<file path="src/rtl/tsm_pkg.sv">
package tsm_pkg;
  // Register byte offsets
  localparam logic [7:0] SLAVE_CFG_OFF   = 8'h08;
  localparam logic [7:0] DMA_IRQ_EN_OFF  = 8'h0C;
  localparam logic [7:0] FLAG_OFF        = 8'h10;
  localparam logic [7:0] CAPVAL_BASE_OFF = 8'h34;
  localparam logic [7:0] CHAN_CFG_OFF    = 8'h40;
  localparam logic [7:0] RUN_CTL_OFF     = 8'h44;
  localparam logic [7:0] COUNT_OFF       = 8'h48;

  // Enable register fields
  localparam int UPD_IRQ_BIT   = 0;
  localparam int CH_IRQ_LSB    = 1;
  localparam int TRG_IRQ_BIT   = 6;
  localparam int UPD_DMA_BIT   = 8;
  localparam int CH_DMA_LSB    = 9;
  localparam int TRG_DMA_BIT   = 14;

  // Flag register fields
  localparam int UPD_FLAG_BIT  = 0;
  localparam int CH_FLAG_LSB   = 1;
  localparam int TRG_FLAG_BIT  = 6;
  localparam int CH_OVF_LSB    = 9;

  // Slave config fields
  localparam int SMS_LSB       = 0;
  localparam int TRGSEL_LSB    = 4;

  localparam logic [31:0] EN_MASK   = 32'h00005F5F;
  localparam logic [31:0] FLAG_MASK = 32'h00001E5F;
  localparam logic [31:0] SCFG_MASK = 32'h00000077;
  localparam logic [31:0] ZERO_WORD = 32'h00000000;

  localparam int NUM_CH = 4;

  typedef enum logic [2:0] {
    SM_OFF     = 3'h0,
    SM_QUAD0   = 3'h1,
    SM_QUAD1   = 3'h2,
    SM_QUAD2   = 3'h3,
    SM_RESTART = 3'h4,
    SM_PAUSE   = 3'h5,
    SM_EVENT   = 3'h6,
    SM_EXTCLK0 = 3'h7
  } tsm_mode_t;
endpackage

</file>
<file path="src/rtl/tsm_sync.sv">
`timescale 1ns/100ps
// Three-stage synchroniser; output changes once stages 2 and 3 agree
module tsm_sync (
  // Clock and reset
  input  wire logic clk_sys,
  input  wire logic rst,
  // Data
  input  wire logic din,
  output logic      dout
);
  logic [2:0] stage_reg;

  always_ff @(posedge clk_sys or posedge rst) begin
    if (rst) begin
      stage_reg <= 3'h0;
    end else begin
      stage_reg <= {stage_reg[1:0], din};
    end
  end

  always_ff @(posedge clk_sys or posedge rst) begin
    if (rst) begin
      dout <= 1'b0;
    end else if (stage_reg[1] == stage_reg[2]) begin
      dout <= stage_reg[2];
    end
  end
endmodule // tsm_sync

</file>
<file path="src/rtl/tsm_capmem.sv">
`timescale 1ns/100ps
// Captured-value store, one word per channel, registered read
module tsm_capmem #(
  parameter int DEPTH = 4,
  parameter int WIDTH = 16,
  parameter int AW    = 2
) (
  // Clock
  input  wire logic             clk_sys,
  // Write port
  input  wire logic             wr_en,
  input  wire logic [AW-1:0]    wr_addr,
  input  wire logic [WIDTH-1:0] wr_data,
  // Read port
  input  wire logic [AW-1:0]    rd_addr,
  output logic      [WIDTH-1:0] rd_data
);
  logic [WIDTH-1:0] mem [DEPTH];

  always_ff @(posedge clk_sys) begin
    if (wr_en) begin
      mem[wr_addr] <= wr_data;
    end
  end

  always_ff @(posedge clk_sys) begin
    rd_data <= mem[rd_addr];
  end
endmodule // tsm_capmem

</file>
<file path="src/rtl/tsm_timer.sv">
`timescale 1ns/100ps
// Overview of operation
// - Mode 000: counter steps every kernel clock while run bit is set.
// - Mode 001: step on channel 0 edges, direction from channel 1 level.
// - Mode 010: step on channel 1 edges, direction from channel 0 level.
// - Mode 011: step on both channel edges, each level directing the other.
// - Mode 100: trigger rising edge reinitialises counter and raises update event.
// - Mode 101: counter clock runs only while trigger is high.
// - Mode 110: trigger rising edge sets the run bit.
// - Mode 111: counter steps on each trigger rising edge.
// - DMA requests gated by trigger, channel and update enable bits.
// - Interrupts gated by update, channel and trigger enable bits.
// - Input-mode capture while capture flag set raises over-capture flag.
// - Trigger flag on trigger events; both edges count in pause mode.
// - Capture/compare flag set on input capture or output compare match.
// - Reading captured value in input mode clears capture/compare flag.
// - Flags set by hardware only; software clears by writing zero.
// - Update flag set on every update event.
// - Three-bit trigger select picks internal, channel or external trigger.
module tsm_timer #(
  parameter int CNT_W = 16
) (
  // Clock and reset
  input  wire logic        clk_sys,
  input  wire logic        rst,
  // APB slave
  input  wire logic        psel,
  input  wire logic        penable,
  input  wire logic        pwrite,
  input  wire logic [7:0]  paddr,
  input  wire logic [31:0] pwdata,
  input  wire logic [3:0]  pstrb,
  output logic      [31:0] prdata,
  output logic             pready,
  output logic             pslverr,
  // Channel and trigger inputs
  input  wire logic        chan0_filtered_input,
  input  wire logic        chan1_filtered_input,
  input  wire logic [3:0]  internal_trigger,
  input  wire logic        ext_trigger,
  // Capture and compare events from channels
  input  wire logic [3:0]  chan_capture_event,
  input  wire logic [3:0]  chan_compare_event,
  // Outputs
  output logic             irq,
  output logic             dma_trigger_req,
  output logic [3:0]       dma_chan_req,
  output logic             dma_update_req,
  output logic [CNT_W-1:0] count_out
);
  // Synchronised pins
  logic ci0_s, ci1_s, ext_s;
  logic [3:0] iti_s;

  tsm_sync u_sync_ci0 (.clk_sys(clk_sys), .rst(rst), .din(chan0_filtered_input), .dout(ci0_s));
  tsm_sync u_sync_ci1 (.clk_sys(clk_sys), .rst(rst), .din(chan1_filtered_input), .dout(ci1_s));
  tsm_sync u_sync_ext (.clk_sys(clk_sys), .rst(rst), .din(ext_trigger), .dout(ext_s));

  genvar gi;
  generate
    for (gi = 0; gi < 4; gi++) begin : g_iti
      tsm_sync u_sync_iti (.clk_sys(clk_sys), .rst(rst), .din(internal_trigger[gi]), .dout(iti_s[gi]));
    end
  endgenerate

  // Registers
  logic [31:0]      en_reg;
  logic [31:0]      flag_reg;
  logic [2:0]       mode_reg;
  logic [2:0]       trgsel_reg;
  logic [3:0]       chan_input_reg;
  logic             run_reg;
  logic [CNT_W-1:0] cnt_reg;
  logic             ci0_d_reg, ci1_d_reg, trg_d_reg;

  // APB decode
  logic access, wr, rd;
  assign access = psel && penable;
  assign wr     = access && pwrite;
  assign rd     = access && !pwrite;

  logic cap_hit;
  logic [1:0] cap_idx;
  assign cap_hit = (paddr >= tsm_pkg::CAPVAL_BASE_OFF) && (paddr < tsm_pkg::CHAN_CFG_OFF) && (paddr[1:0] == 2'h0);
  assign cap_idx = 2'((paddr - tsm_pkg::CAPVAL_BASE_OFF) >> 2);

  logic full_word;
  assign full_word = (pstrb == 4'hF);

  // Trigger selection
  logic trg;
  always_comb begin
    case (trgsel_reg)
      3'h0:    trg = iti_s[0];
      3'h1:    trg = iti_s[1];
      3'h2:    trg = iti_s[2];
      3'h3:    trg = iti_s[3];
      3'h4:    trg = ci0_s ^ ci0_d_reg;
      3'h5:    trg = ci0_s;
      3'h6:    trg = ci1_s;
      default: trg = ext_s;
    endcase
  end

  always_ff @(posedge clk_sys or posedge rst) begin
    if (rst) begin
      ci0_d_reg <= 1'b0;
      ci1_d_reg <= 1'b0;
      trg_d_reg <= 1'b0;
    end else begin
      ci0_d_reg <= ci0_s;
      ci1_d_reg <= ci1_s;
      trg_d_reg <= trg;
    end
  end

  logic trg_rise, trg_any, ci0_edge, ci1_edge;
  assign trg_rise = trg && !trg_d_reg;
  assign trg_any  = trg ^ trg_d_reg;
  assign ci0_edge = ci0_s ^ ci0_d_reg;
  assign ci1_edge = ci1_s ^ ci1_d_reg;

  tsm_pkg::tsm_mode_t mode;
  assign mode = tsm_pkg::tsm_mode_t'(mode_reg);

  // Counter step, direction, reinit and trigger event
  logic step, down, reinit, trg_event;
  always_comb begin
    step      = 1'b0;
    down      = 1'b0;
    reinit    = 1'b0;
    trg_event = 1'b0;
    case (mode)
      tsm_pkg::SM_OFF: begin
        step = run_reg;
      end
      tsm_pkg::SM_QUAD0: begin
        step = run_reg && ci0_edge;
        down = ci0_s ~^ ci1_s;
      end
      tsm_pkg::SM_QUAD1: begin
        step = run_reg && ci1_edge;
        down = ci0_s ^ ci1_s;
      end
      tsm_pkg::SM_QUAD2: begin
        step = run_reg && (ci0_edge || ci1_edge);
        down = ci0_edge ? (ci0_s ~^ ci1_s) : (ci0_s ^ ci1_s);
      end
      tsm_pkg::SM_RESTART: begin
        step      = run_reg;
        reinit    = trg_rise;
        trg_event = trg_rise;
      end
      tsm_pkg::SM_PAUSE: begin
        step      = run_reg && trg;
        trg_event = trg_any;
      end
      tsm_pkg::SM_EVENT: begin
        step      = run_reg;
        trg_event = trg_rise;
      end
      tsm_pkg::SM_EXTCLK0: begin
        step      = run_reg && trg_rise;
        trg_event = trg_rise;
      end
      default: begin
        step = 1'b0;
      end
    endcase
  end

  logic update_evt;
  assign update_evt = reinit;

  logic run_wr;
  assign run_wr = wr && (paddr == tsm_pkg::RUN_CTL_OFF);

  always_ff @(posedge clk_sys or posedge rst) begin
    if (rst) begin
      run_reg <= 1'b0;
    end else if (mode == tsm_pkg::SM_EVENT && trg_rise) begin
      run_reg <= 1'b1;
    end else if (run_wr) begin
      run_reg <= pwdata[0];
    end
  end

  always_ff @(posedge clk_sys or posedge rst) begin
    if (rst) begin
      cnt_reg <= '0;
    end else if (reinit) begin
      cnt_reg <= '0;
    end else if (step) begin
      cnt_reg <= down ? cnt_reg - 1'b1 : cnt_reg + 1'b1;
    end
  end

  // Configuration registers
  always_ff @(posedge clk_sys or posedge rst) begin
    if (rst) begin
      mode_reg       <= 3'h0;
      trgsel_reg     <= 3'h0;
      en_reg         <= tsm_pkg::ZERO_WORD;
      chan_input_reg <= 4'h0;
    end else if (wr && full_word) begin
      if (paddr == tsm_pkg::SLAVE_CFG_OFF) begin
        mode_reg   <= pwdata[tsm_pkg::SMS_LSB +: 3];
        trgsel_reg <= pwdata[tsm_pkg::TRGSEL_LSB +: 3];
      end
      if (paddr == tsm_pkg::DMA_IRQ_EN_OFF) begin
        en_reg <= pwdata & tsm_pkg::EN_MASK;
      end
      if (paddr == tsm_pkg::CHAN_CFG_OFF) begin
        chan_input_reg <= pwdata[3:0];
      end
    end
  end

  // Capture memory
  logic [CNT_W-1:0] cap_rd;
  logic             cap_we;
  logic [1:0]       cap_wa;
  always_comb begin
    cap_we = 1'b0;
    cap_wa = 2'h0;
    for (int i = 0; i < tsm_pkg::NUM_CH; i++) begin
      if (chan_capture_event[i] && chan_input_reg[i] && !cap_we) begin
        cap_we = 1'b1;
        cap_wa = 2'(i);
      end
    end
  end

  tsm_capmem #(.DEPTH(tsm_pkg::NUM_CH), .WIDTH(CNT_W), .AW(2)) u_capmem (
    .clk_sys (clk_sys),
    .wr_en   (cap_we),
    .wr_addr (cap_wa),
    .wr_data (cnt_reg),
    .rd_addr (cap_idx),
    .rd_data (cap_rd)
  );

  // Flags: set wins over clear
  logic [31:0] flag_set, flag_clr;
  always_comb begin
    flag_set = tsm_pkg::ZERO_WORD;
    flag_clr = tsm_pkg::ZERO_WORD;
    flag_set[tsm_pkg::UPD_FLAG_BIT] = update_evt;
    flag_set[tsm_pkg::TRG_FLAG_BIT] = trg_event;
    for (int i = 0; i < tsm_pkg::NUM_CH; i++) begin
      flag_set[tsm_pkg::CH_FLAG_LSB + i] = chan_input_reg[i] ? chan_capture_event[i]
                                                             : chan_compare_event[i];
      flag_set[tsm_pkg::CH_OVF_LSB + i] = chan_input_reg[i] && chan_capture_event[i]
                                          && flag_reg[tsm_pkg::CH_FLAG_LSB + i];
      if (rd && cap_hit && cap_idx == 2'(i) && chan_input_reg[i]) begin
        flag_clr[tsm_pkg::CH_FLAG_LSB + i] = 1'b1;
      end
    end
    if (wr && full_word && paddr == tsm_pkg::FLAG_OFF) begin
      flag_clr = flag_clr | ~pwdata;
    end
  end

  always_ff @(posedge clk_sys or posedge rst) begin
    if (rst) begin
      flag_reg <= tsm_pkg::ZERO_WORD;
    end else begin
      flag_reg <= ((flag_reg & ~flag_clr) | flag_set) & tsm_pkg::FLAG_MASK;
    end
  end

  // Interrupt and DMA requests
  always_ff @(posedge clk_sys or posedge rst) begin
    if (rst) begin
      irq <= 1'b0;
    end else begin
      irq <= |(flag_reg[6:0] & en_reg[6:0]);
    end
  end

  always_ff @(posedge clk_sys or posedge rst) begin
    if (rst) begin
      dma_trigger_req <= 1'b0;
      dma_chan_req    <= 4'h0;
      dma_update_req  <= 1'b0;
    end else begin
      dma_trigger_req <= flag_reg[tsm_pkg::TRG_FLAG_BIT] && en_reg[tsm_pkg::TRG_DMA_BIT];
      dma_chan_req    <= flag_reg[tsm_pkg::CH_FLAG_LSB +: 4] & en_reg[tsm_pkg::CH_DMA_LSB +: 4];
      dma_update_req  <= flag_reg[tsm_pkg::UPD_FLAG_BIT] && en_reg[tsm_pkg::UPD_DMA_BIT];
    end
  end

  always_ff @(posedge clk_sys or posedge rst) begin
    if (rst) begin
      count_out <= '0;
    end else begin
      count_out <= cnt_reg;
    end
  end

  // APB response: two-cycle access, capture read waits one more cycle
  logic cap_rd_setup;
  assign cap_rd_setup = psel && !penable && !pwrite && cap_hit;

  logic known;
  assign known = cap_hit || paddr == tsm_pkg::SLAVE_CFG_OFF || paddr == tsm_pkg::DMA_IRQ_EN_OFF
              || paddr == tsm_pkg::FLAG_OFF || paddr == tsm_pkg::CHAN_CFG_OFF
              || paddr == tsm_pkg::RUN_CTL_OFF || paddr == tsm_pkg::COUNT_OFF;

  logic [31:0] rdata;
  always_comb begin
    rdata = tsm_pkg::ZERO_WORD;
    if (cap_hit) begin
      rdata[CNT_W-1:0] = cap_rd;
    end else begin
      case (paddr)
        tsm_pkg::SLAVE_CFG_OFF:  rdata = {25'h0, trgsel_reg, 1'b0, mode_reg};
        tsm_pkg::DMA_IRQ_EN_OFF: rdata = en_reg;
        tsm_pkg::FLAG_OFF:       rdata = flag_reg;
        tsm_pkg::CHAN_CFG_OFF:   rdata = {28'h0, chan_input_reg};
        tsm_pkg::RUN_CTL_OFF:    rdata = {31'h0, run_reg};
        tsm_pkg::COUNT_OFF:      rdata[CNT_W-1:0] = cnt_reg;
        default:                 rdata = tsm_pkg::ZERO_WORD;
      endcase
    end
  end

  always_ff @(posedge clk_sys or posedge rst) begin
    if (rst) begin
      pready  <= 1'b1;
      pslverr <= 1'b0;
      prdata  <= tsm_pkg::ZERO_WORD;
    end else begin
      pready  <= !cap_rd_setup;
      pslverr <= psel && !penable && !known;
      prdata  <= (psel && !pwrite) ? rdata : tsm_pkg::ZERO_WORD;
    end
  end
endmodule // tsm_timer

</file>
<file path="config.mk">
export PLATFORM = sky130hd
export DESIGN_NAME = tsm_timer
export DESIGN_NICKNAME = d
export VERILOG_FILES = /design/src/rtl/tsm_pkg.sv /design/src/rtl/tsm_sync.sv /design/src/rtl/tsm_capmem.sv /design/src/rtl/tsm_timer.sv
export SDC_FILE = /design/constraint.sdc
export NUM_CORES = 1
export LEC_CHECK = 0
export ABC_AREA = 1
export ABC_CLOCK_PERIOD_IN_PS = 5400
export BUFFER_PORTS_ARGS = -buffer_cell sky130_fd_sc_hd__buf_2
export CORE_ASPECT_RATIO = 1.1
export CORE_MARGIN = 4
export CORE_UTILIZATION = 41
export DETAILED_ROUTE_END_ITERATION = 10
export SLEW_MARGIN = 20
export SYNTH_ARGS = -nofsm -noshare
export SYNTH_HDL_FRONTEND = slang
export SYNTH_SLANG_ARGS = --single-unit
export TNS_END_PERCENT = 10
</file>
<file path="constraint.sdc">
create_clock -name clk_sys -period 5.4 [get_ports clk_sys]
set_input_delay 1.35 -clock clk_sys [delete_from_list [all_inputs] [get_ports clk_sys]]
set_output_delay 1.35 -clock clk_sys [all_outputs]
set_load 0.005 [all_outputs]
</file>
==> run metrics, run 1 <==
status=completed; Pint=3.01 mW; Netlist cell types=42; switch share=30.9%; Vias per Instance=4.95; fill cell count=1,966; non-filler instance count after layout=1,306; Clock Sinks=201; Final Critical Period=3160 ps; Hold Path End=u_sync_ci0.stage_reg[1]; Die X=148 um; Placed Cells=1,270; post-synthesis area per instance=9.65 sq um; Max-Cap Viols=0; post-cts hold buffer count=0; Max VDD drop=0.000183 V; GR Util All Layers=17.8%; Mapped Cells=912; area occupied by multi-input gates=2980 sq um; CTS HTree Levels=1; leakage=4.77 nW; EDFF count, synth=64; Hold Violations, Final=0; total congestion overflow=0; worst hold path type=flop to flop; Worst setup EP type=flop; proportion of layout cells with a drive suffix above 1=16.2%; register area share after synthesis=59.9%; Biggest register=u_capmem.mem; total power=4.36 mW; largest area contributor in the netlist=dfrtp_1; Post-DRT Antenna Nets=0; worst clock skew=11.7 ps; detailed placer's ending HPWL=14,800 um; ANT cells=0; Post-synth top flop=dfrtp_1; largest net degree at the start of global routing=48; register area=5270 sq um; max reg flops=64; global-route wire length before repair=33,900 um; CP max FO=28; maximum clock path buffer count=3; R2R depth=17; Clk pwr share=31.6%; Initial Util=42.2%; setup slack, reg-to-reg=2450 ps; Ys Warns=0; worst-path cell chain=buf_2 -> buf_4 -> ha_1 -> nand2_1 -> nor2_1 -> buf_4 -> nand2_1 -> mux2_2; dpl ws=1740 ps; Async SR Flop Fraction=60.2%; FMAX=0.316 GHz; Final Net Count=1,093; die height=162 um; die footprint=23,900 sq um; Initial DRC Count=449; core area=20,900 sq um; Max stage delay on crit path=440 ps; Worst EP required=5760 ps; IO Count=121; Psw=1.35 mW; Setup Fix Bufs, Post-CTS=0; routed len/inst=16.2 um; number of global-route vias before repair=6,268; Via Count=6,461; RSZ-0062 raised after global routing=false; Num CTS Buffers=21; Worst path slowest cell=nand2_1; Setup Total Neg Slack=0 ps; #FFs+latches synth=201; post-synth top area share=34.1%; CTS resizes=0; Least-Margin Pin Slew=1020 ps; Seq pwr share=46.8%; CTS tree=yes; row cnt=55; worst r2r dst=cnt_reg[13]; synth top area cells=dfrtp_1, edfxtp_1, nand2_1; Critical Path AT=3520 ps; worst hold stages=0; crit path launch type=input port; hold_sp=u_sync_ci0.stage_reg[0]; Area Growth Syn to Fin=15.5%; crit share post-route=58.6%; drt first pass iters=5; root buf cell=clkbuf_16; Port-buffer cells=85; Combinational Power Share=21.7%; clk_lat worst skew=480 ps; Power Dens Cells=429 nW/um^2; total wire length=21,100 um; origin of the critical flop-to-flop path=mode[1]; Reg clk slew, reported paths=60 ps; post-route DRC violation count=0; Post-Synthesis Cell Area=8800 sq um; setup ws final=2240 ps; Setup-failing EPs final=0; class of the most critical setup path=input port to flop; Placer Congestion=0.911; Max transition margin=32.0%; initial antenna violation count=0; Slew Viols, Final=0
## cell families after synthesis
logic type / count (synthesis) / share of synthesized area [%]
compound gates: 133 / 8.23
flops: 201 / 59.9
mux: 7 / 0.881
other cells: 1 / 0.0426
fa+ha+maj: 28 / 3.87
xor+xnor: 7 / 0.697
buf+inv: 144 / 7.11
simple gates: 391 / 19.3
## worst max-delay path by stage
stage / from / end / slack (ps) / cells after the start
final: paddr[2] / en_reg[9] / 2240 / 8
after detailed placement: paddr[2] / en_reg[10] / 1740 / 8
after global routing: paddr[2] / flag_reg[1] / 2080 / 10
after CTS: paddr[2] / en_reg[9] / 2240 / 8
after global placement: paddr[2] / en_reg[9] / 1740 / 8
after floorplan: rst / chan_input_reg[0] / 840 / 1
## power groups by stage
stage	clock [mW]	combinational, mW	sequential [mW]
after floorplan	0	0.705	1.96
after global placement	0	0.942	2.07
after detailed placement	0	0.951	2.07
after CTS	1.41	0.954	2.04
after global routing	1.49	1.10	2.07
final	1.38	0.944	2.04
## critical path: cells and delay by family
family	cells	cell delay [ps]
buffers and inverters	3	850
AND/OR/NAND/NOR	3	620
multiplexers	1	440
adder cells (fa/ha/maj)	1	240
## Yosys cell counts (2+ instances only)
cell type / number
a41oi_1: 4
buf_4: 16
dfxtp_1: 16
o21ai_1: 23
o21ai_0: 54
nor2_1: 74
ha_1: 20
maj3_1: 7
o22ai_1: 21
nand4_1: 18
nand3_2: 13
o211ai_1: 2
nand3_1: 40
inv_2: 12
xor2_1: 6
buf_2: 7
nand2_1: 230
edfxtp_1: 64
a21oi_1: 25
dfrtp_1: 120
and2_1: 4
mux2_2: 6
clkbuf_1: 10
nor3_1: 5
nand3b_1: 2
inv_1: 97
## cells in the final DEF, fill, tap and decap left out, types with 2 or more instances in the layout
cell and instances:
clkbuf_1 4, buf_2 85, edfxtp_1 64, nor2_2 3, o21ai_1 23, maj3_1 7, inv_2 12, o22ai_1 21
nand3b_1 2, clkbuf_8 3, o211ai_1 2, clkinv_2 6, ha_1 20, inv_1 96, dfxtp_1 16, and2_1 4
a21oi_1 25, clkbuf_16 22, nand2_1 230, a41oi_1 4, xor2_1 6, dfrtp_1 120, buf_4 8, mux2_2 6
nand4_1 18, nor2_1 72, nand3_1 40, nor3_1 4, nand3_2 13, conb_1 16, o21ai_0 54
## through the flow
step	utilization, %	instance area (sq um)	hold slack [ps]
2_1_floorplan	-	8860	331
3_3_place_gp	45.6	9500	332
3_5_place_dp	45.6	9500	335
4_1_cts	48.8	10200	348
5_1_grt	48.8	10200	353
6_report	48.8	10200	346
## final cells by class
class                   instances  area share (%)
repair buffers                 93            4.77
inverters                     109            4.05
clock buffers                  29            5.97
multi-input cells             582            29.3
flip-flops and latches        201            51.8
clock inverters                 7           0.591
well taps                     285            3.51
## per-layer routing
layer	vias up	wire length [um]	GRT usage [%]
li1	3167	-	-
met1	3100	9070	23.5
met2	162	10400	30.5
met3	32	1060	2.51
met4	0	554	5.51
met5	-	0	0
Power figures use the tool's default switching activity.
==> inputs of run 2 (changes only) <==
- ABC_CLOCK_PERIOD_IN_PS: 5400 -> 2950
- clock period: 5.4 -> 2.95 ns (I/O delays scaled with it)
==> run metrics, run 2 (synthesized netlist as in run 1, its figures left out) <==
status=completed; total power=8.22 mW (+89%); Max transition margin=54.6% (+23 points); Area Growth Syn to Fin=17.3%; row cnt=55 (unchanged); post-route DRC violation count=0 (unchanged); Worst path slowest cell=dfrtp_1; Power Dens Cells=796 nW/um^2 (+86%); ANT cells=0 (unchanged); Via Count=6,489 (+0.43%); crit path launch type=flop; Hold Violations, Final=0 (unchanged); root buf cell=clkbuf_16; FMAX=0.393 GHz; cell mode on critical path=nand2_1; Placer Congestion=0.891 (-2.2%); Final Net Count=1,105 (+1.1%); Worst setup EP type=flop; worst clock skew=18.1 ps (+6.49 ps); proportion of layout cells with a drive suffix above 1=17.0% (+0.83 points); max reg flops=64 (unchanged); crit share post-route=86.3%; family with the most delay on the worst path=simple AND/OR/NAND/NOR gates; Placed Cells=1,281 (+0.87%); Port-buffer cells=85 (unchanged); commonest non-fill, non-tap cells in the layout=nand2_1, dfrtp_1, inv_1; Final Critical Period=2550 ps; initial antenna violation count=0 (unchanged); CTS HTree Levels=1 (unchanged); routed len/inst=16.4 um (+1.5%); Vias per Instance=4.91 (-0.71%); detailed placer's ending HPWL=15,100 um (+2.3%); Final Core Density=49.5% (+0.76 points); Least-Margin Pin Slew=679 ps (-340 ps); worst hold path type=input port to async pin; number of global-route vias before repair=6,346 (+1.2%); Clock Sinks=201 (unchanged); largest net degree at the start of global routing=48 (unchanged); CP max FO=17 (-39%); maximum clock path buffer count=3 (unchanged); clk_lat worst skew=500 ps (+20 ps); Biggest register=u_capmem.mem; CTS tree=yes; Worst EP required=3380 ps (-2380 ps); origin of the critical flop-to-flop path=mode[2]; Post-DRT Antenna Nets=0 (unchanged); Num CTS Buffers=22 (+4.8%); total wire length=21,700 um (+2.7%); fill cell count=1,964 (-0.10%); leakage=4.86 nW (+1.9%); Critical Path Source=mode[2]; Setup-failing EPs final=0 (unchanged); worst-path cell chain=inv_1 -> nand2_1 -> nor2_1 -> nand3_1 -> nand2_1 -> buf_12 -> ha_1 -> nand2_1 -> nand3_1 -> nand2_1 -> nand2_1 -> nand2_1 -> nand3_1 -> a21oi_1 -> nand2_1 -> nand2_1; class of the most critical setup path=flop to flop; CP Buf/Inv Count=2 (-1); RSZ-0062 raised after global routing=false; IO Count=121 (unchanged); drt first pass iters=5 (unchanged); die height=162 um (unchanged); CTS resizes=0 (unchanged); post-cts hold buffer count=0 (unchanged); Max VDD drop=0.000328 V (+79%); non-filler instance count after layout=1,321 (+1.1%); die footprint=23,900 sq um (unchanged); Slew Viols, Final=0 (unchanged); Reg clk slew, reported paths=60 ps (about the same); GR Util All Layers=18.0% (+0.27 points); Critical Path AT=2970 ps (-550 ps); Die X=148 um (unchanged); Initial DRC Count=396 (-12%); Max stage delay on crit path=410 ps (-30 ps); global-route wire length before repair=34,300 um (+1.2%); Initial Util=42.2% (unchanged); commonest non-fill, non-tap cell in the layout=nand2_1; setup slack, reg-to-reg=400 ps (-2050 ps); Setup Total Neg Slack=0 ps (unchanged); Setup Fix Bufs, Post-CTS=0 (unchanged); core area=20,900 sq um (unchanged); Max-Cap Viols=0 (unchanged); total congestion overflow=0 (unchanged)
-- run 2: worst paths after layout --
path | to | depth (start not counted)
hold reg to reg | g_iti[1].u_sync_iti.stage_reg[1] | 0
hold / removal | en_reg[3] | 2
setup reg to reg | cnt_reg[14] | 16
min in group clk_sys | u_sync_ci1.stage_reg[0] | 1
setup / recovery | cnt_reg[14] | 16
max in group asynchronous | u_sync_ext.stage_reg[0] | 3
-- run 2: layout make-up --
cell class,count,area (sq um),share of cell area [%]
Clock buffer,31,636,6.16
Clock inverter,9,78.8,0.763
Inverter,109,413,4.00
Multi-Input combinational cell,582,2970,28.7
Sequential cell,201,5270,51.0
Tap cell,285,357,3.45
Timing Repair Buffer,104,606,5.86
-- run 2: through the flow --
stage                     hold slack (ps)  area (sq um)  worst slack (ps)
after global routing                  329         10300              67.3
after CTS                             306         10300               383
final                                 301         10300               405
after floorplan                       331          8860               504
after global placement                332          9610               332
after detailed placement              335          9610               316
-- run 2: power breakdown --
group	internal, mW	switching (mW)	leakage (nW)
registers	3.30	0.421	2.21
clock network	1.60	1.10	0.357
logic	0.746	1.06	2.29
total	5.64	2.58	4.86
-- run 2: metal layers --
layer  vias to the layer above  share of wire [%]  global-route usage [%]
met5                         -                  0                       0
met4                         0                2.3                    5.34
met3                        28                6.0                    2.71
met2                       171                 49                    30.9
met1                      3083                 43                    23.9
li1                       3207                  -                       -
